**config.mk**
```make
export PLATFORM = sky130hd
export DESIGN_NAME = acss_top
export DESIGN_NICKNAME = d
export VERILOG_FILES = /design/src/pkg/acss_pkg.sv /design/src/acss_top.sv /design/src/acss_pin_sync.sv /design/src/acss_scan_step.sv
export SDC_FILE = /design/constraint.sdc
export NUM_CORES = 1
export LEC_CHECK = 0
export BUFFER_PORTS_ARGS = -buffer_cell sky130_fd_sc_hd__buf_4
export CAP_MARGIN = 20
export CELL_PAD_IN_SITES_DETAIL_PLACEMENT = 1
export CELL_PAD_IN_SITES_GLOBAL_PLACEMENT = 2
export CORE_UTILIZATION = 39
export CTS_CLUSTER_DIAMETER = 120
export DETAILED_ROUTE_END_ITERATION = 7
export PLACE_DENSITY = 0.85
export SYNTH_ARGS = -nofsm -noshare
export SYNTH_HDL_FRONTEND = slang
export SYNTH_SLANG_ARGS = --single-unit
```
**constraint.sdc**
```tcl
create_clock -name clk_sys -period 3.3 [get_ports clk_sys]
set_input_delay 0.66 -clock clk_sys [delete_from_list [all_inputs] [get_ports clk_sys]]
set_output_delay 0.66 -clock clk_sys [all_outputs]
set_load 0.005 [all_outputs]
```
**src/pkg/acss_pkg.sv**
```systemverilog
// Package for the ADC channel sequencer select block: register map, fields, types
package acss_pkg;

  // ---------------------------------------------------------------
  // Register offsets (8-bit register pointer)
  // ---------------------------------------------------------------
  localparam logic [7:0] ACSS_REG_PIN_FUNC = 8'h05;
  localparam logic [7:0] ACSS_REG_SEQ_CFG = 8'h10;
  localparam logic [7:0] ACSS_REG_MANUAL = 8'h11;
  localparam logic [7:0] ACSS_REG_SCAN_MASK = 8'h12;
  localparam logic [7:0] ACSS_REG_ALERT_MASK = 8'h14;
  localparam logic [7:0] ACSS_REG_SEQ_STATUS = 8'h1F;

  // ---------------------------------------------------------------
  // Field positions, writable-bit masks and reset values
  // ---------------------------------------------------------------
  localparam int ACSS_SEQ_RUN_BIT = 4;
  localparam int ACSS_SCAN_SEL_LSB = 0;
  localparam int ACSS_CHID_LSB = 0;
  localparam int ACSS_STAT_ACTIVE_BIT = 7;
  localparam int ACSS_STAT_VALID_BIT = 3;
  localparam logic [7:0] ACSS_SEQ_CFG_WMASK = 8'h13;
  localparam logic [7:0] ACSS_MANUAL_WMASK = 8'h0F;
  localparam logic [7:0] ACSS_RST_PIN_FUNC = 8'h00;
  localparam logic [7:0] ACSS_RST_SEQ_CFG = 8'h00;
  localparam logic [7:0] ACSS_RST_MANUAL = 8'h00;
  localparam logic [7:0] ACSS_RST_SCAN_MASK = 8'h00;
  localparam logic [7:0] ACSS_RST_ALERT_MASK = 8'h00;

  // Scan select codes; 2 and 3 are reserved
  localparam logic [1:0] ACSS_SCAN_MANUAL = 2'h0;
  localparam logic [1:0] ACSS_SCAN_AUTO = 2'h1;

  // Channel count and serial framing
  localparam int ACSS_CHAN_COUNT = 8;
  localparam logic [3:0] ACSS_BITS_PER_BYTE = 4'h8;
  localparam logic [6:0] ACSS_DEFAULT_ADDR = 7'h2A; // Arbitrary neutral target address

  // ---------------------------------------------------------------
  // Types
  // ---------------------------------------------------------------
  typedef struct packed {
    logic [7:0] pin_func;      // 1 = general-purpose pin, 0 = analog input
    logic sequence_run;
    logic [1:0] scan_select;
    logic [3:0] single_channel_id;
    logic [7:0] scan_channel_mask;
    logic [7:0] alert_channel_mask;
  } acss_cfg_t;

  typedef enum logic [3:0] {
    ACSS_ST_IDLE = 4'h0,
    ACSS_ST_ADDR = 4'h1,
    ACSS_ST_ADDR_ACK = 4'h2,
    ACSS_ST_PTR = 4'h3,
    ACSS_ST_PTR_ACK = 4'h4,
    ACSS_ST_WDATA = 4'h5,
    ACSS_ST_WDATA_ACK = 4'h6,
    ACSS_ST_RDATA = 4'h7,
    ACSS_ST_RDATA_ACK = 4'h8
  } acss_bus_state_t;

endpackage : acss_pkg

```
**src/acss_top.sv**
```systemverilog
// Channel sequencer select: serial register target, mode logic, alert gating
`timescale 1ns/100ps

// Contract
// - Scan select 0 means manual, 1 means automatic scan; 2 and 3 reserved.
// - Manual mode takes the channel from the single-channel id, mask ignored.
// - Automatic mode takes channels from the scan channel mask.
// - The run bit only steers sequencing while scan select is automatic.
// - Run bit 4 set starts stepping enabled channels in ascending order.
// - Run bit clear stops automatic sequencing.
// - Bits 3..0 of the manual pick name the next manual channel.
// - Each scan mask bit includes its channel in the scan when set.
// - A set alert mask bit lets that channel's event flags raise alert.
// - A clear alert mask bit blocks that channel's flags from alert.
// - Per-channel function bit: 0 analog input, 1 general-purpose pin.
// - Gated event flags are the window comparator status per channel.
module acss_top
  import acss_pkg::*;
#(
  parameter logic [6:0] TARGET_ADDR = ACSS_DEFAULT_ADDR
) (
  input wire logic clk_sys,
  input wire logic sys_rst,
  input wire logic scl_i,
  input wire logic sda_i,
  output logic sda_o,
  output logic sda_oe,
  input wire logic [7:0] event_flag,
  input wire logic conv_done,
  output logic [2:0] conv_channel,
  output logic conv_channel_valid,
  output logic seq_active,
  output logic [7:0] analog_enable,
  output logic alert_out
);

  // ---------------------------------------------------------------
  // Pin synchronisation and bus condition detection
  // ---------------------------------------------------------------
  logic [1:0] line_s;
  logic scl_s;
  logic sda_s;
  logic scl_p_q;
  logic scl_p_d;
  logic sda_p_q;
  logic sda_p_d;
  logic bus_start;
  logic bus_stop;
  logic scl_rise;
  logic scl_fall;

  acss_pin_sync #(
    .WIDTH(2),
    .RST_VAL(2'h3)
  ) u_pin_sync (
    .clk_sys(clk_sys),
    .sys_rst(sys_rst),
    .pin_in({scl_i, sda_i}),
    .pin_sync(line_s)
  );

  assign scl_s = line_s[1];
  assign sda_s = line_s[0];

  // Previous levels for edge detection, taken from the settled stage only
  always_comb begin
    scl_p_d = scl_s;
    sda_p_d = sda_s;
  end

  always_ff @(posedge clk_sys or posedge sys_rst) begin
    if (sys_rst) begin
      scl_p_q <= 1'b1;
      sda_p_q <= 1'b1;
    end else begin
      scl_p_q <= scl_p_d;
      sda_p_q <= sda_p_d;
    end
  end

  // Data changing while the clock is high marks start and stop
  assign bus_start = scl_s & scl_p_q & sda_p_q & ~sda_s;
  assign bus_stop = scl_s & scl_p_q & ~sda_p_q & sda_s;
  assign scl_rise = scl_s & ~scl_p_q;
  assign scl_fall = ~scl_s & scl_p_q;

  // ---------------------------------------------------------------
  // Register read decode
  // ---------------------------------------------------------------
  function automatic logic [7:0] reg_read(input logic [7:0] a, input acss_cfg_t c,
                                          input logic [7:0] stat);
    logic [7:0] v;
    v = 8'h00; // Unmapped pointers read zero
    case (a)
      ACSS_REG_PIN_FUNC: v = c.pin_func;
      ACSS_REG_SEQ_CFG: begin
        v[ACSS_SEQ_RUN_BIT] = c.sequence_run;
        v[ACSS_SCAN_SEL_LSB +: 2] = c.scan_select;
      end
      ACSS_REG_MANUAL: v[ACSS_CHID_LSB +: 4] = c.single_channel_id;
      ACSS_REG_SCAN_MASK: v = c.scan_channel_mask;
      ACSS_REG_ALERT_MASK: v = c.alert_channel_mask;
      ACSS_REG_SEQ_STATUS: v = stat;
      default: v = 8'h00;
    endcase
    return v;
  endfunction : reg_read

  // ---------------------------------------------------------------
  // Serial target state
  // ---------------------------------------------------------------
  acss_bus_state_t st_q;
  acss_bus_state_t st_d;
  logic [7:0] shift_q;
  logic [7:0] shift_d;
  logic [3:0] bit_cnt_q;
  logic [3:0] bit_cnt_d;
  logic [7:0] ptr_q;
  logic [7:0] ptr_d;
  logic drive_low_q;
  logic drive_low_d;
  logic read_q;
  logic read_d;
  logic nack_q;
  logic nack_d;
  logic wr_stb;
  logic [7:0] wr_addr;
  logic [7:0] wr_data;
  acss_cfg_t cfg_q;
  acss_cfg_t cfg_d;
  logic [7:0] status_byte;

  // Byte engine: samples on clock rise, changes the data line on clock fall
  always_comb begin
    st_d = st_q;
    shift_d = shift_q;
    bit_cnt_d = bit_cnt_q;
    ptr_d = ptr_q;
    drive_low_d = drive_low_q;
    read_d = read_q;
    nack_d = nack_q;
    wr_stb = 1'b0;
    wr_addr = ptr_q;
    wr_data = shift_q;
    if (bus_start) begin
      st_d = ACSS_ST_ADDR;
      bit_cnt_d = 4'h0;
      drive_low_d = 1'b0;
    end else if (bus_stop) begin
      st_d = ACSS_ST_IDLE;
      drive_low_d = 1'b0;
    end else if (scl_rise) begin
      unique case (st_q)
        ACSS_ST_ADDR, ACSS_ST_PTR, ACSS_ST_WDATA: begin
          shift_d = {shift_q[6:0], sda_s};
          bit_cnt_d = bit_cnt_q + 4'h1;
        end
        ACSS_ST_RDATA: bit_cnt_d = bit_cnt_q + 4'h1;
        ACSS_ST_RDATA_ACK: nack_d = sda_s;
        default: ;
      endcase
    end else if (scl_fall) begin
      unique case (st_q)
        ACSS_ST_ADDR: begin
          if (bit_cnt_q == ACSS_BITS_PER_BYTE) begin
            if (shift_q[7:1] == TARGET_ADDR) begin
              st_d = ACSS_ST_ADDR_ACK;
              read_d = shift_q[0];
              drive_low_d = 1'b1;
            end else begin
              st_d = ACSS_ST_IDLE; // Not addressed: stay off the bus
            end
          end
        end
        ACSS_ST_ADDR_ACK: begin
          bit_cnt_d = 4'h0;
          if (read_q) begin
            st_d = ACSS_ST_RDATA;
            shift_d = reg_read(ptr_q, cfg_q, status_byte);
            drive_low_d = ~shift_d[7];
          end else begin
            st_d = ACSS_ST_PTR;
            drive_low_d = 1'b0;
          end
        end
        ACSS_ST_PTR: begin
          if (bit_cnt_q == ACSS_BITS_PER_BYTE) begin
            ptr_d = shift_q;
            st_d = ACSS_ST_PTR_ACK;
            drive_low_d = 1'b1;
          end
        end
        ACSS_ST_PTR_ACK, ACSS_ST_WDATA_ACK: begin
          st_d = ACSS_ST_WDATA;
          bit_cnt_d = 4'h0;
          drive_low_d = 1'b0;
        end
        ACSS_ST_WDATA: begin
          if (bit_cnt_q == ACSS_BITS_PER_BYTE) begin
            wr_stb = 1'b1;
            ptr_d = ptr_q + 8'h01; // Burst writes walk up the map
            st_d = ACSS_ST_WDATA_ACK;
            drive_low_d = 1'b1;
          end
        end
        ACSS_ST_RDATA: begin
          if (bit_cnt_q == ACSS_BITS_PER_BYTE) begin
            st_d = ACSS_ST_RDATA_ACK;
            ptr_d = ptr_q + 8'h01;
            drive_low_d = 1'b0; // Release for the controller's acknowledge
          end else begin
            shift_d = {shift_q[6:0], 1'b0};
            drive_low_d = ~shift_q[6];
          end
        end
        ACSS_ST_RDATA_ACK: begin
          bit_cnt_d = 4'h0;
          if (nack_q) begin
            st_d = ACSS_ST_IDLE; // Controller is done reading
          end else begin
            st_d = ACSS_ST_RDATA;
            shift_d = reg_read(ptr_q, cfg_q, status_byte);
            drive_low_d = ~shift_d[7];
          end
        end
        default: ;
      endcase
    end
  end

  always_ff @(posedge clk_sys or posedge sys_rst) begin
    if (sys_rst) begin
      st_q <= ACSS_ST_IDLE;
      shift_q <= 8'h00;
      bit_cnt_q <= 4'h0;
      ptr_q <= 8'h00;
      drive_low_q <= 1'b0;
      read_q <= 1'b0;
      nack_q <= 1'b1;
    end else begin
      st_q <= st_d;
      shift_q <= shift_d;
      bit_cnt_q <= bit_cnt_d;
      ptr_q <= ptr_d;
      drive_low_q <= drive_low_d;
      read_q <= read_d;
      nack_q <= nack_d;
    end
  end

  // Open-drain data line: only ever pulled low
  assign sda_o = 1'b0;
  assign sda_oe = drive_low_q;

  // ---------------------------------------------------------------
  // Configuration registers
  // ---------------------------------------------------------------
  // Writable bits are masked so reserved positions stay zero
  always_comb begin
    cfg_d = cfg_q;
    if (wr_stb) begin
      case (wr_addr)
        ACSS_REG_PIN_FUNC: cfg_d.pin_func = wr_data;
        ACSS_REG_SEQ_CFG: begin
          cfg_d.sequence_run = wr_data[ACSS_SEQ_RUN_BIT];
          cfg_d.scan_select = wr_data[ACSS_SCAN_SEL_LSB +: 2];
        end
        ACSS_REG_MANUAL: cfg_d.single_channel_id = wr_data[ACSS_CHID_LSB +: 4];
        ACSS_REG_SCAN_MASK: cfg_d.scan_channel_mask = wr_data;
        ACSS_REG_ALERT_MASK: cfg_d.alert_channel_mask = wr_data;
        default: ; // Read-only and unmapped pointers ignore writes
      endcase
    end
  end

  always_ff @(posedge clk_sys or posedge sys_rst) begin
    if (sys_rst) begin
      cfg_q.pin_func <= ACSS_RST_PIN_FUNC;
      cfg_q.sequence_run <= ACSS_RST_SEQ_CFG[ACSS_SEQ_RUN_BIT];
      cfg_q.scan_select <= ACSS_RST_SEQ_CFG[ACSS_SCAN_SEL_LSB +: 2];
      cfg_q.single_channel_id <= ACSS_RST_MANUAL[ACSS_CHID_LSB +: 4];
      cfg_q.scan_channel_mask <= ACSS_RST_SCAN_MASK;
      cfg_q.alert_channel_mask <= ACSS_RST_ALERT_MASK;
    end else begin
      cfg_q <= cfg_d;
    end
  end

  // ---------------------------------------------------------------
  // Channel selection
  // ---------------------------------------------------------------
  logic mode_auto;
  logic mode_manual;
  logic [2:0] scan_chan;
  logic scan_active;
  logic [2:0] chan_q;
  logic [2:0] chan_d;
  logic chan_valid_q;
  logic chan_valid_d;
  logic alert_q;
  logic alert_d;

  // Reserved scan select codes select nothing at all
  assign mode_manual = (cfg_q.scan_select == ACSS_SCAN_MANUAL);
  assign mode_auto = (cfg_q.scan_select == ACSS_SCAN_AUTO);

  acss_scan_step #(
    .N_CH(ACSS_CHAN_COUNT),
    .CW(3)
  ) u_scan_step (
    .clk_sys(clk_sys),
    .sys_rst(sys_rst),
    .scan_enable(mode_auto & cfg_q.sequence_run),
    .scan_mask(cfg_q.scan_channel_mask),
    .advance(conv_done),
    .scan_chan(scan_chan),
    .scan_active(scan_active)
  );

  // Manual pick ignores the scan mask; codes 8 and above give no valid channel.
  // A manually picked pin configured as general-purpose is also flagged invalid so the
  // converter does not report a meaningless result for it; the automatic scan does not check pin function.
  always_comb begin
    chan_d = 3'h0;
    chan_valid_d = 1'b0;
    if (mode_manual) begin
      chan_d = cfg_q.single_channel_id[2:0];
      chan_valid_d = ~cfg_q.single_channel_id[3]
                     & ~cfg_q.pin_func[cfg_q.single_channel_id[2:0]];
    end else if (mode_auto && scan_active) begin
      chan_d = scan_chan;
      chan_valid_d = 1'b1;
    end
    alert_d = |(event_flag & cfg_q.alert_channel_mask);
  end

  always_ff @(posedge clk_sys or posedge sys_rst) begin
    if (sys_rst) begin
      chan_q <= 3'h0;
      chan_valid_q <= 1'b0;
      alert_q <= 1'b0;
    end else begin
      chan_q <= chan_d;
      chan_valid_q <= chan_valid_d;
      alert_q <= alert_d;
    end
  end

  // Status byte shows what the selector is doing right now
  always_comb begin
    status_byte = 8'h00;
    status_byte[ACSS_STAT_ACTIVE_BIT] = scan_active;
    status_byte[ACSS_STAT_VALID_BIT] = chan_valid_q;
    status_byte[2:0] = chan_q;
  end

  assign conv_channel = chan_q;
  assign conv_channel_valid = chan_valid_q;
  assign seq_active = scan_active;
  assign analog_enable = ~cfg_q.pin_func;
  assign alert_out = alert_q;

endmodule : acss_top

```
**src/acss_pin_sync.sv**
```systemverilog
// Two-flip-flop synchroniser for pins that arrive from outside the clock domain
`timescale 1ns/100ps
module acss_pin_sync
  import acss_pkg::*;
#(
  parameter int WIDTH = 2,
  parameter logic [WIDTH-1:0] RST_VAL = '1
) (
  input wire logic clk_sys,
  input wire logic sys_rst,
  input wire logic [WIDTH-1:0] pin_in,
  output logic [WIDTH-1:0] pin_sync
);

  // ---------------------------------------------------------------
  // Synchroniser stages
  // ---------------------------------------------------------------
  logic [WIDTH-1:0] meta_q;
  logic [WIDTH-1:0] meta_d;
  logic [WIDTH-1:0] stab_q;
  logic [WIDTH-1:0] stab_d;

  // First stage feeds only the second stage
  always_comb begin
    meta_d = pin_in;
    stab_d = meta_q;
  end

  // Idle bus lines are high, so reset to the idle level
  always_ff @(posedge clk_sys or posedge sys_rst) begin
    if (sys_rst) begin
      meta_q <= RST_VAL;
      stab_q <= RST_VAL;
    end else begin
      meta_q <= meta_d;
      stab_q <= stab_d;
    end
  end

  assign pin_sync = stab_q;

endmodule : acss_pin_sync

```
**src/acss_scan_step.sv**
```systemverilog
// Automatic scan stepper: walks enabled channels in ascending order with wrap
`timescale 1ns/100ps
module acss_scan_step
  import acss_pkg::*;
#(
  parameter int N_CH = ACSS_CHAN_COUNT,
  parameter int CW = $clog2(N_CH)
) (
  input wire logic clk_sys,
  input wire logic sys_rst,
  input wire logic scan_enable,
  input wire logic [N_CH-1:0] scan_mask,
  input wire logic advance,
  output logic [CW-1:0] scan_chan,
  output logic scan_active
);

  // Lowest enabled channel strictly after 'from', wrapping past the top
  function automatic logic [CW-1:0] next_on(input logic [N_CH-1:0] m,
                                            input logic [CW-1:0] from);
    logic [CW-1:0] pick;
    int k;
    pick = from;
    k = 0;
    for (int i = N_CH; i >= 1; i--) begin
      k = (int'(from) + i) % N_CH;
      if (m[k]) begin
        pick = CW'(k);
      end
    end
    return pick;
  endfunction : next_on

  // ---------------------------------------------------------------
  // Stepper state
  // ---------------------------------------------------------------
  logic [CW-1:0] chan_q;
  logic [CW-1:0] chan_d;
  logic active_q;
  logic active_d;

  // Start from the lowest enabled channel, then step on each finished conversion
  always_comb begin
    chan_d = chan_q;
    active_d = active_q;
    if (!scan_enable || scan_mask == '0) begin
      active_d = 1'b0;
    end else if (!active_q) begin
      active_d = 1'b1;
      chan_d = next_on(scan_mask, CW'(N_CH - 1));
    end else if (advance) begin
      chan_d = next_on(scan_mask, chan_q);
    end
  end

  always_ff @(posedge clk_sys or posedge sys_rst) begin
    if (sys_rst) begin
      chan_q <= '0;
      active_q <= 1'b0;
    end else begin
      chan_q <= chan_d;
      active_q <= active_d;
    end
  end

  assign scan_chan = chan_q;
  assign scan_active = active_q;

endmodule : acss_scan_step

```
# --- After elaboration in Yosys (flattened, before gate mapping) ---
# Index checks and enable logic that the tools add are counted.
word_totals:
  regBits: 73
  latch_bits: 0
  mem_bits_rw: 0
  mem_bits_ro: 0
  in_bits: 13
  output_inout_bits: 16
  elab_cells: 258
  mem_count: 0
op_classes:
  add_sub_neg: 10
  mul: 0
  n_div: 0
  order_cmp: 9
  eq_ne: 35
  n_shift: 0
  muxes: 109
  bitwise: 32
  n_reduce_logical: 41
ops:
  columns: ["cell", "n"]
  rows:
  - ["3-bit 2-to-1 mux", 30]
  - ["8-bit 2-to-1 mux", 8]
  - ["4-bit 2-to-1 mux", 14]
  - ["8-bit by 5-bit == test with 1-bit output (second input constant)", 5]
  - ["4-bit by 5-bit less-than comparator with 1-bit output (second input constant)", 8]
  - ["1-bit 2-to-1 mux", 37]
  - ["4-bit case mux with 7 select lines", 1]
  - ["7-bit AND reduction", 4]
  - ["1-bit binary-select mux with 3-bit select", 9]
  - ["3-bit OR reduction", 9]
  - ["4-bit != test (second input constant)", 6]
  - ["8-bit case mux with 3 select lines", 1]
  - ["4-bit by 3-bit == test with 1-bit output (second input constant)", 4]
  - ["8-bit case mux with 2 select lines", 1]
  - ["3-bit != test (second input constant)", 5]
  - ["1-bit inverter", 13]
  - ["3-bit adder (second input constant)", 4]
  - ["2-bit case mux with 6 select lines", 1]
  - ["3-bit case mux with 4 select lines", 1]
  - ["2-bit case mux with 5 select lines", 1]
  - ["2-bit AND reduction", 5]
  - ["1-bit bitwise AND", 9]
  - ["9-bit != test (second input constant)", 1]
  - ["3-bit nonzero test", 3]
  - ["35 further kinds", 56]

# --- Longest topological paths before layout ---
# Gate-level depths: netlist of run 1.
logic_depth:
  depth_word: 16
  ltp_mapped: 12
  mapped_depth_nobuf: 9

# --- By module ---
# A second synthesis of run 1 with hierarchy kept.
hier_totals:
  cells_unflattened: 481
  area_unflattened_um2: 4758.3
by_module_without_submodules:
  columns: ["mod", "n_inst", "cells_each", "area_per_inst_um2", "seq_area_each_um2"]
  rows:
  - ["acss_top", 1, 376, 3792.4, 1630.3]
  - ["acss_scan_step", 1, 100, 857.1, 100.1]
  - ["acss_pin_sync", 1, 5, 108.9, 105.1]

# --- Least setup slack after synthesis of run 1 ---
# Ideal clock, no wire load.
synth_timing:
  path_type: "register to register"
  startpoint: "reg u_scan_step.chan_q[0], in the netlist u_scan_step.scan_chan[0]"
  endpoint: "reg u_scan_step.chan_q[1], in the netlist u_scan_step.scan_chan[1]"
  setup_time_ps: 125
  arrival_ps: 2657
  setup_slack_ps: 518
  stages_incl_launch_ff: 12
  cell_sequence: "dfrtp_1 > buf_6 > buf_4 > inv_1 > ha_1 > buf_6 > mux4_2 > nor4_2 > nand2_1 > o311ai_4 > a31oi_2 > mux2_4"
synth_via:
  elab_chain_cells: 13
  elab_cells_between_ends: 44
  classes_between: "add/sub: 8; eq/ne: 1; mux: 34; reduce/logical: 1"
synth_lines:
  columns: ["item", "line", "rtl"]
  rows:
  - ["start, declared", "acss_scan_step.sv:37", "logic [CW-1:0] chan_q;"]
  - ["start signal, assigned", "acss_scan_step.sv:61", "chan_q <= chan_d;"]
  - ["3-bit adder", "acss_scan_step.sv:26", "k = (int'(from) + i) % N_CH;"]
  - ["1-bit binary-select mux with 3-bit select", "acss_scan_step.sv:27", "if (m[k]) begin"]
  - ["1-bit 2-to-1 mux (implied by the code) (2 in a row)", "acss_scan_step.sv:27", null]
  - ["3-bit 2-to-1 mux (7 in a row)", "acss_scan_step.sv:27", null]
  - ["3-bit 2-to-1 mux", "acss_scan_step.sv:51", "end else if (advance) begin"]
  - ["3-bit 2-to-1 mux", "acss_scan_step.sv:48", "end else if (!active_q) begin"]
# Parallel ways exist; a longest one is shown, timed or not. The select of a mux whose other input is x is not followed.
# A chain may end at the register's enable or synchronous reset.

# --- Worst setup path after layout of run 1 ---
layout_timing:
  startpoint: "reg u_scan_step.chan_q[1], in the netlist u_scan_step.scan_chan[1]"
  endpoint: "reg u_scan_step.chan_q[1], in the netlist u_scan_step.scan_chan[1]"
# Same word-level chain as after synthesis.

==> results of run 1 <==
-- critical path, cell delays in order (launching register included) --
cell	delay, ns
dfrtp_1	0.36
inv_2	0.09
ha_1	0.50
mux4_2	0.61
nor4_2	0.27
nand2_1	0.13
o311ai_4	0.32
a31oi_2	0.07
mux2_4	0.32
-- worst min-delay path by stage --
stage / startpoint / end / cells after the start
after global routing: u_pin_sync.meta_q[1]$_DFF_PP1_ / u_pin_sync.pin_sync[1]$_DFF_PP1_ / 0
after CTS: u_pin_sync.meta_q[0]$_DFF_PP1_ / u_pin_sync.pin_sync[0]$_DFF_PP1_ / 0
after floorplan: u_pin_sync.meta_q[0]$_DFF_PP1_ / u_pin_sync.pin_sync[0]$_DFF_PP1_ / 0
final: sys_rst / bit_cnt_q[2]$_DFFE_PP0P_ / 2
after detailed placement: u_pin_sync.meta_q[0]$_DFF_PP1_ / u_pin_sync.pin_sync[0]$_DFF_PP1_ / 0
after global placement: u_pin_sync.meta_q[0]$_DFF_PP1_ / u_pin_sync.pin_sync[0]$_DFF_PP1_ / 0
-- cells by family after synthesis --
family	synth area share (%)
buffers and inverters	5.99
and+or+nand+nor	16.4
adders and majority gates	2.90
other	0.0791
xor gates and xnor gates	0.739
DFF	38.7
muxes	16.2
AOI/OAI and AO/OA	19.0
-- sequential cells by signal, summed over array words and instances, names as in the netlist --
| register | cells |
|---|---|
| alert_out | 1 |
| bit_cnt_q | 4 |
| cfg_q | 31 |
| conv_channel | 3 |
| conv_channel_valid | 1 |
| nack_q | 1 |
| ptr_q | 8 |
| read_q | 1 |
| scl_p_q | 1 |
| sda_oe | 1 |
| sda_p_q | 1 |
| shift_q | 8 |
| st_q | 4 |
| u_pin_sync.meta_q | 2 |
| u_pin_sync.pin_sync | 2 |
| u_scan_step.scan_active | 1 |
| u_scan_step.scan_chan | 3 |
-- power by group through the flow --
stage / logic [W] / registers [W] / clock network, W
global placement: 0.000506 / 0.00116 / 0
finish: 0.000536 / 0.00115 / 0.00115
global route: 0.000602 / 0.00117 / 0.00121
detailed placement: 0.000531 / 0.00117 / 0
floorplan: 0.000478 / 0.00103 / 0
CTS: 0.000537 / 0.00115 / 0.00116
-- metrics by stage --
stage	hold slack, ns	cell area [µm²]	total power [W]	utilization, %	worst slack [ns]
final	0.355	5370	0.00284	46.2	0.521
after global routing	0.366	5370	0.00298	46.2	0.289
after CTS	0.356	5370	0.00285	46.2	0.501
after detailed placement	0.351	5020	0.00170	43.3	0.518
after global placement	0.348	5020	0.00167	43.3	0.587
after floorplan	0.345	4740	0.00151	-	0.518
-- placed cells by master, fill, tap and decap left out, types with 11 or more instances in the layout --
master | Yosys | layout
o21ai_0 | 31 | 31
nand3_1 | 18 | 18
buf_4 | 3 | 37
inv_1 | 28 | 27
nand2_1 | 53 | 53
a21oi_1 | 32 | 32
dfrtp_1 | 66 | 66
a22oi_1 | 14 | 14
mux2_2 | 31 | 31
nor2_1 | 31 | 31
ha_1 | 11 | 11
mux2i_1 | 12 | 12
-- cell type report --
type | count | area share [%]
clock inverters | 6 | 2.14
multi-input cells | 362 | 48.9
inverters | 29 | 2.03
well taps | 143 | 3.33
flip-flops and latches | 73 | 34.2
clock buffers | 10 | 4.26
repair buffers | 37 | 5.17
-- metal layers --
metal	GRT usage (%)	routed length [µm]
met2	35.4	6060
met5	0	0
met3	3.51	501
met4	8.89	282
met1	34.2	6720
==> results.py, run 1 <==
metrics = {
    "power": {
        "max-vdd-ir-drop_mv": 0.241,
        "netSwitchingFraction_pct": 31.8,
        "p_sw_w": 0.000904,
        "combPwrFrac_pct": 18.9,
        "p_leak_nw": 2.32,
        "internal-power_w": 0.00194,
        "p_per_area_nw_per_um2": 529,
        "seqPwrFrac_pct": 40.7,
        "clockPowerShare_pct": 40.5,
    },
    "grt": {
        "grt_max_degree": 37,
        "grt_antenna_before_repair": 0,
        "gr-total-overflow": 0,
        "track_usage_pct": 23.5,
        "grt_pass1_wl_um": 22900,
        "first_global_vias": 4107,
    },
    "synthesis": {
        "async_flop_share_pct": 100,
        "ys_ff_latch": 73,
        "yosysSeqAreaShare_pct": 38.7,
        "synth.avg_cell_area_um2": 9.51,
        "synth.cell_area_um2": 4740,
        "synth.area.top_cells": "dfrtp_1 35%, mux2_2 7.4%, mux4_2 4.3%, nand2_1 4.2%, dfstp_2 3.9%",
        "yosys_warnings": 0,
        "synth_fp_nets": 523,
        "synth.top_cells.by_count": "66 x dfrtp_1, 53 x nand2_1, 32 x a21oi_1",
        "synth_edf_count": 0,
        "synthCells": 499,
        "synth.most_common_cell": "dfrtp_1",
        "yosys.area.top_type_share_pct": 34.8,
        "yosysTopAreaCell": "dfrtp_1",
        "netlist-cell-type-count": 75,
        "synthFlopType": "dfrtp_1",
    },
    "critical_path": {
        "crit_path_end_kind": "register",
        "worstPathRequired_ns": 3.53,
        "cp_data_arrival_time_ns": 3.01,
        "rrSetupSlack_ns": 0.52,
        "criticalPathCategory": "reg -> reg",
        "rr_startpoint": "u_scan_step.scan_chan[1]$_DFFE_PP0P_",
        "crit_end": "u_scan_step.scan_chan[1]$_DFFE_PP0P_",
        "r2r_cells": 8,
        "critPathLaunchType": "register",
        "r2r_end": "u_scan_step.scan_chan[1]$_DFFE_PP0P_",
        "crit_start": "u_scan_step.scan_chan[1]$_DFFE_PP0P_",
        "cp_max_fo": 10,
    },
    "clocking": {
        "tritoncts": "yes",
        "cts_hold_buf": 0,
        "post_cts_buffers": 0,
        "path_clk_slew_ns": 0.06,
        "cts_sinks": 73,
        "numCtsBuffers": 9,
        "cts_resized": 0,
        "clk-insertion-delay-late_ns": 0.34,
        "clock_path_buffers": 2,
        "htreeDepth": 3,
        "clock-root-buffer": "clkbuf_16",
    },
    "layout": {
        "diodes": 0,
        "fill_cells": 1317,
        "seq_area_um2": 1840,
        "instances_no_fill": 660,
        "area_delta_synth_final_pct": 13.2,
        "drive_gt1_share_pct": 22.6,
        "fin_nets": 536,
        "multi_input_area_um2": 2620,
    },
    "sta": {
        "rsz0062_at_grt": "no",
        "skew_ns": 0.00813,
        "slew_viol_final": 0,
        "max_freq_ghz": 0.360,
        "post-route-period-util_pct": 84.2,
        "period_needed_ns": 2.78,
        "fin_tns_setup_ns": 0,
        "finalHoldViolCount": 0,
        "setup_viol": 0,
        "max_slew_margin_pct": 52.2,
        "tightest_slew_ns": 0.713,
    },
    "floorplan": {
        "die_height_um": 112,
        "ios": 29,
        "die_x_um": 112,
        "core_area_um2": 11600,
        "rows": 39,
        "initial_core_util_pct": 40.8,
        "dieArea_um2": 12600,
    },
    "job": {
        "max_cap_viol_count": 0,
    },
    "routing": {
        "viasPerCell": 5.90,
        "vias": 3893,
        "remaining_drc_errors": 4,
        "dr.pass1.iters": 6,
        "totalWireLength_um": 13600,
        "drtIter0Drc": 335,
        "routedWlPerCell_um": 20.5,
        "ant_nets": 0,
    },
    "run_status": {
        "outcome": "finished with violations",
        "violations": "design-rule violations",
    },
    "place": {
        "gp_congestion": 0.859,
        "dp_hpwl_um": 9600,
        "numPortBuffers": 27,
        "placed_cells": 644,
    },
    "hold_path": {
        "hp-class": "in -> async",
    },
}
(Power assumes the default switching activity.)
==> run 2: changes to the inputs <==
--- a/config.mk
+++ b/config.mk
@@ -9,10 +9,10 @@
 export CAP_MARGIN = 20
 export CELL_PAD_IN_SITES_DETAIL_PLACEMENT = 1
 export CELL_PAD_IN_SITES_GLOBAL_PLACEMENT = 2
-export CORE_UTILIZATION = 39
+export CORE_UTILIZATION = 36
 export CTS_CLUSTER_DIAMETER = 120
 export DETAILED_ROUTE_END_ITERATION = 7
-export PLACE_DENSITY = 0.85
+export PLACE_DENSITY = 0.82
 export SYNTH_ARGS = -nofsm -noshare
 export SYNTH_HDL_FRONTEND = slang
 export SYNTH_SLANG_ARGS = --single-unit
==> constraint.sdc (replaced) <==
create_clock -name clk_sys -period 2.54 [get_ports clk_sys]
set_input_delay 0.508 -clock clk_sys [delete_from_list [all_inputs] [get_ports clk_sys]]
set_output_delay 0.508 -clock clk_sys [all_outputs]
set_load 0.005 [all_outputs]
==> run 2 against run 1 <==
The flow now finishes without violations. Sequential share of layout area down 1.5 points. Final cell count up 7.4%. Maximum frequency up 12%. Clock skew down 0.0032 ns. Wire length up 2.1%. Sequential power up 24%. Critical path depth unchanged. Total power up 32%. Largest power group is now clock. Clock power up 30%. Flip-flop and latch count unchanged.
==> results.py, run 2 (same netlist as run 1, synthesis figures left out) <==
metrics = {
    "run_status": {
        "outcome": "complete, no violations",
    },
    "layout": {
        "drive_gt1_share_pct": 26.6,
        "largestRegisters": "cfg_q: 31 flops, ptr_q: 8 flops, shift_q: 8 flops",
        "final_core_util_pct": 44.1,
        "area_delta_synth_final_pct": 18.2,
        "diodes": 0,
        "fin_nets": 556,
        "layout_common_cells": "66 x dfrtp_1, 55 x buf_4, 53 x nand2_1, 32 x a21oi_1",
        "instances_no_fill": 709,
        "registers.top_by_ff_count": "cfg_q",
        "largest_register_ffs": 31,
        "final_common_cell": "dfrtp_1",
    },
    "place": {
        "gp_congestion": 0.890,
        "placed_cells": 693,
        "numPortBuffers": 27,
        "dp_hpwl_um": 9950,
    },
    "floorplan": {
        "die_x_um": 117,
        "core_area_um2": 12700,
        "rows": 41,
        "dieArea_um2": 13600,
        "initial_core_util_pct": 37.3,
        "ios": 29,
        "die_height_um": 117,
    },
    "routing": {
        "drtIter0Drc": 250,
        "dr.pass1.iters": 4,
        "viasPerCell": 5.62,
        "totalWireLength_um": 13800,
        "ant_nets": 0,
        "vias": 3985,
        "remaining_drc_errors": 0,
        "routedWlPerCell_um": 19.5,
    },
    "grt": {
        "grt_busiest_layer": "met2",
        "track_usage_pct": 21.9,
        "first_global_vias": 4019,
        "grt_antenna_before_repair": 0,
        "grt_pass1_wl_um": 22400,
        "grtUsageMet3_pct": 3.81,
        "met1_usage_pct": 31.7,
        "gr-total-overflow": 0,
        "grt_max_degree": 74,
        "use_met2_pct": 33.3,
    },
    "critical_path": {
        "crit_chain": "inv_4, ha_4, mux4_2, nor4_2, nand2_1, o311ai_4, a31oi_2, mux2_4",
        "critPathLaunchType": "register",
        "crit_path_end_kind": "register",
        "cp_max_fo": 4,
        "criticalPathCategory": "reg -> reg",
        "worstPathRequired_ns": 2.77,
        "slowest_stage": "mux4_2",
        "slowest_delay_ns": 0.55,
        "cp_data_arrival_time_ns": 2.71,
    },
    "clocking": {
        "htreeDepth": 3,
        "clk-insertion-delay-late_ns": 0.35,
        "clock_path_buffers": 2,
        "cts_sinks": 73,
        "path_clk_slew_ns": 0.06,
        "tritoncts": "yes",
        "cts_hold_buf": 0,
        "numCtsBuffers": 9,
        "clock-root-buffer": "clkbuf_16",
    },
    "sta": {
        "rsz0062_at_grt": "yes",
        "max_slew_margin_pct": 62.6,
        "slew_viol_final": 0,
        "setup_viol": 0,
        "period_needed_ns": 2.48,
        "max_freq_ghz": 0.404,
        "tightest_slew_ns": 0.559,
        "finalHoldViolCount": 0,
        "post-route-period-util_pct": 97.5,
        "fin_tns_setup_ns": 0,
        "skew_ns": 0.00497,
    },
    "job": {
        "max_cap_viol_count": 0,
    },
    "hold_path": {
        "hp-class": "in -> async",
    },
    "power": {
        "p_leak_nw": 2.43,
        "p_per_area_nw_per_um2": 667,
        "max-vdd-ir-drop_mv": 0.290,
    },
}
==> run 2: final timing paths <==
kind	from	to	slack (ns)	cells past startpoint
hold reg to reg	u_pin_sync.meta_q[0]$_DFF_PP1_	u_pin_sync.pin_sync[0]$_DFF_PP1_	0.36	0
min in group clk_sys	scl_i	u_pin_sync.meta_q[1]$_DFF_PP1_	0.27	1
setup / recovery	u_scan_step.scan_chan[0]$_DFFE_PP0P_	u_scan_step.scan_chan[1]$_DFFE_PP0P_	0.06	8
max in group asynchronous	sys_rst	nack_q$_DFFE_PP1P_	1.97	3
hold / removal	sys_rst	bit_cnt_q[2]$_DFFE_PP0P_	0.24	3
setup reg to reg	u_scan_step.scan_chan[0]$_DFFE_PP0P_	u_scan_step.scan_chan[1]$_DFFE_PP0P_	0.06	8
==> run 2: critical path, delay by kind of cell (launching register included) <==
kind                       cells  cell delay (ns)
and+or+nand+nor                2             0.39
AOI/OAI and AO/OA              2             0.35
adders and majority gates      1             0.30
buffers and inverters          1             0.06
DFF                            1             0.40
muxes                          2             0.86
==> run 2: routing by layer <==
metal,part of all wire (%),vias up
met4,1.3,0
met3,3.9,15
met1,49,2026
li1,-,1871
met5,0,-
met2,46,73
==> run 2: power by group <==
part	internal, W	total [W]	switching, W
sequential	0.00126	0.00143	0.000175
combinational	0.000334	0.000815	0.000481
clock	0.000965	0.00149	0.000526
==> run 2: cell type report <==
type	instances	area, µm²
clock buffers	10	229
clock inverters	6	115
fillers	1478	7110
inverters	29	111
multi-input cells	362	2660
flip-flops and latches	73	1840
well taps	172	215
repair buffers	57	444
==> run 2: repair_timing <==
item / in CTS / in global routing
gates resized for setup: 0 / 6
setup endpoints to repair: 0 / 6
setup buffers: 0 / 0
==> run 2: per-stage QoR <==
step	setup slack [ns]	cell area (µm²)	total power, W	hold slack, ns
after floorplan	-0.212	4770	0.00196	0.345
after global placement	0.0794	5240	0.00222	0.346
after detailed placement	0.0339	5240	0.00225	0.348
after CTS	0.0220	5580	0.00376	0.257
after global routing	-0.0388	5610	0.00392	0.257
final	0.0632	5610	0.00374	0.241
==> run 3: changes to the inputs <==
--- a/config.mk
+++ b/config.mk
@@ -12,7 +12,9 @@
 export CORE_UTILIZATION = 36
 export CTS_CLUSTER_DIAMETER = 120
 export DETAILED_ROUTE_END_ITERATION = 7
-export PLACE_DENSITY = 0.82
+export GPL_TIMING_DRIVEN = 1
+export PLACE_DENSITY = 0.81
 export SYNTH_ARGS = -nofsm -noshare
 export SYNTH_HDL_FRONTEND = slang
+export SYNTH_HIERARCHICAL = 1
 export SYNTH_SLANG_ARGS = --single-unit
==> run 3 against run 2 <==
The run now ends with negative setup slack left. First-iteration DRC count increased by 22%. Utilization increased by 0.64 points. Worst hold slack got worse by 0.16 ns. Combinational power decreased by 79%. Final area increased by 1.9%. Synthesized cell count decreased by 3.6%. Final cell count decreased by 0.14%. Highest routed layer unchanged.
==> results.py, run 3 <==
metrics = {
    "sta": {
        "finalHoldViolCount": 0,
        "max_freq_ghz": 0.392,
        "post-route-period-util_pct": 100,
        "setup_viol": 1,
        "period_needed_ns": 2.55,
        "worst_slack_ns": -0.0107,
        "skew_ns": 0.0101,
        "slew_viol_final": 0,
        "tightest_slew_ns": 0.757,
        "max_slew_margin_pct": 48.8,
        "rsz0062_at_grt": "yes",
    },
    "clocking": {
        "numCtsBuffers": 9,
        "clock_path_buffers": 2,
        "tritoncts": "yes",
        "clk-insertion-delay-late_ns": 0.34,
        "htreeDepth": 3,
        "cts_hold_buf": 0,
        "cts_sinks": 73,
        "clock-root-buffer": "clkbuf_16",
        "path_clk_slew_ns": 0.06,
    },
    "synthesis": {
        "synth_edf_count": 0,
        "synth.top_cells.by_count": "66 x dfrtp_1, 37 x mux2_2, 30 x nand2_1, 29 x inv_1, 28 x nor2_1",
        "yosys.area.top_type_share_pct": 34.7,
        "netlist-cell-type-count": 79,
        "synth.area.top_cells": "dfrtp_1 35%, mux2_2 8.8%, dfstp_2 3.9%, mux2i_1 2.9%, ha_1 2.9%",
        "synth.most_common_cell": "dfrtp_1",
        "synthCells": 481,
        "yosys_warnings": 6,
        "yosysTopAreaCell": "dfrtp_1",
        "yosysSeqAreaShare_pct": 38.6,
        "synth_fp_nets": 505,
        "ys_ff_latch": 73,
        "synth.cell_area_um2": 4760,
        "async_flop_share_pct": 100,
        "synthFlopType": "dfrtp_1",
        "synth.avg_cell_area_um2": 9.89,
    },
    "layout": {
        "diodes": 0,
        "largestRegisters": "cfg_q: 31 flops, ptr_q: 8 flops, shift_q: 8 flops",
        "final_core_util_pct": 44.7,
        "drive_gt1_share_pct": 29.1,
        "instances_no_fill": 708,
        "final_common_cell": "dfrtp_1",
        "largest_register_ffs": 31,
        "area_delta_synth_final_pct": 20.0,
        "fin_nets": 555,
        "fill_cells": 1429,
        "layout_common_cells": "66 x dfrtp_1, 64 x buf_4, 37 x mux2_2, 30 x nand2_1, 28 x nor2_1",
        "registers.top_by_ff_count": "cfg_q",
    },
    "place": {
        "numPortBuffers": 27,
        "dp_hpwl_um": 11000,
        "gp_congestion": 0.880,
        "pre_cts_slack_ns": -0.0418,
        "placed_cells": 691,
    },
    "routing": {
        "remaining_drc_errors": 0,
        "routedWlPerCell_um": 21.0,
        "ant_nets": 0,
        "vias": 4160,
        "dr.pass1.iters": 5,
        "drtIter0Drc": 304,
        "totalWireLength_um": 14900,
        "viasPerCell": 5.88,
    },
    "floorplan": {
        "rows": 41,
        "die_x_um": 117,
        "dieArea_um2": 13700,
        "core_area_um2": 12800,
        "die_height_um": 117,
        "initial_core_util_pct": 37.3,
        "ios": 29,
    },
    "grt": {
        "grt_antenna_before_repair": 0,
        "first_global_vias": 4227,
        "grt_pass1_wl_um": 23700,
        "grt_max_degree": 66,
        "gr-total-overflow": 0,
        "track_usage_pct": 23.3,
    },
    "critical_path": {
        "rr_startpoint": "u_scan_step/scan_chan[0]$_DFFE_PP0P_",
        "cp_data_arrival_time_ns": 2.77,
        "crit_start": "u_scan_step/scan_chan[0]$_DFFE_PP0P_",
        "critPathLaunchType": "register",
        "worstPathRequired_ns": 2.76,
        "cp_max_fo": 5,
        "crit_path_end_kind": "register",
        "criticalPathCategory": "reg -> reg",
    },
    "power": {
        "seqPwrFrac_pct": 44.3,
        "p_per_area_nw_per_um2": 488,
        "clockPowerShare_pct": 49.5,
        "internal-power_w": 0.00212,
        "max-vdd-ir-drop_mv": 0.491,
        "netSwitchingFraction_pct": 24.0,
        "p_sw_w": 0.000667,
        "combPwrFrac_pct": 6.2,
        "p_leak_nw": 2.48,
    },
    "run_status": {
        "violations": "negative setup slack",
        "outcome": "finished with violations",
    },
    "hold_path": {
        "hp-class": "in -> async",
    },
    "job": {
        "max_cap_viol_count": 0,
    },
}
## run 3: changes by cell type after synthesis, sizes merged, moves of 4 or more
cell,change
a32oi,+4
nor3,+4
nand2,-24
clkbuf,-5
nor2b,-4
a21oi,-7
a22oi,-5
a2bb2oi,+4
o211ai,+4
o21ai,-6
## run 3: routing by layer
metal / global-route usage, % / vias up / wire [µm]
met1: 32.4 / 2128 / 6790
met2: 37.3 / 110 / 7150
met5: 0 / - / 0
li1: - / 1895 / -
met3: 3.91 / 27 / 670
met4: 6.92 / 0 / 263
## run 3: worst max-delay path, cell delays in order, from the launching register on
cell	delay, ns
dfrtp_1	0.40
inv_4	0.06
ha_4	0.29
mux4_2	0.57
nand2_1	0.17
o21ai_2	0.11
a311oi_2	0.32
nor3b_2	0.08
o21a_1	0.18
a311o_1	0.26
## run 3: cell type report
cell class / count / area [µm²] / area share [%]
multi-input combinational: 352 / 2730 / 47.7
sequential: 73 / 1840 / 32.1
timing repair buffer: 66 / 512 / 8.96
clock buffer: 11 / 233 / 4.07
tap: 172 / 215 / 3.77
inverter: 29 / 111 / 1.95
clock inverter: 5 / 80.1 / 1.40
## run 3: through the flow
| stage | power (W) | instance area, µm² | setup TNS (ns) | hold slack, ns |
|---|---|---|---|---|
| global route | 0.00287 | 5710 | -1.22 | 0.0940 |
| floorplan | 0.00134 | 4800 | -0.160 | 0.274 |
| CTS | 0.00281 | 5690 | 0 | 0.0831 |
| detailed placement | 0.00143 | 5370 | -0.0530 | 0.349 |
| global placement | 0.00142 | 5370 | -0.00851 | 0.346 |
| finish | 0.00279 | 5710 | -0.0107 | 0.0846 |
## run 3: worst paths after layout
check / end / slack, ns / cells after the start
min in group clk_sys: u_pin_sync/meta_q[0]$_DFF_PP1_ / 0.28 / 1
worst min-delay path: u_scan_step/scan_active$_DFF_PP0_ / 0.08 / 2
worst max register to register: u_scan_step/scan_chan[0]$_DFFE_PP0P_ / -0.01 / 9
worst min register to register: u_pin_sync/pin_sync[1]$_DFF_PP1_ / 0.36 / 0
worst max-delay path: u_scan_step/scan_chan[0]$_DFFE_PP0P_ / -0.01 / 9
max in group asynchronous: sda_p_q$_DFF_PP1_ / 1.91 / 3
## run 3: kinds of logic (layout without fill, tap and decap cells)
| group | after synthesis | count (layout) | share of synthesized area [%] |
|---|---|---|---|
| simple gates | 149 | 149 | 17.7 |
| compound gates | 127 | 127 | 18.5 |
| flops | 73 | 73 | 38.6 |
| mux | 61 | 61 | 16.7 |
| buf+inv | 56 | 111 | 4.94 |
| fa+ha+maj | 11 | 11 | 2.89 |
| xor+xnor | 3 | 3 | 0.552 |
| other cells | 1 | 1 | 0.0788 |
## run 3: power by group through the flow
stage / Clock [W] / Combinational (W) / Sequential [W]
after global placement: 0 / 0.000167 / 0.00125
after floorplan: 0 / 0.000111 / 0.00123
after CTS: 0.00140 / 0.000175 / 0.00123
after global routing: 0.00145 / 0.000191 / 0.00124
after detailed placement: 0 / 0.000174 / 0.00125
final: 0.00138 / 0.000173 / 0.00123
## run 3: repair_timing
item,CTS,global route
setup endpoints to repair,3,29
pin swaps,0,4
buffers inserted,0,1
gates resized for setup,2,7
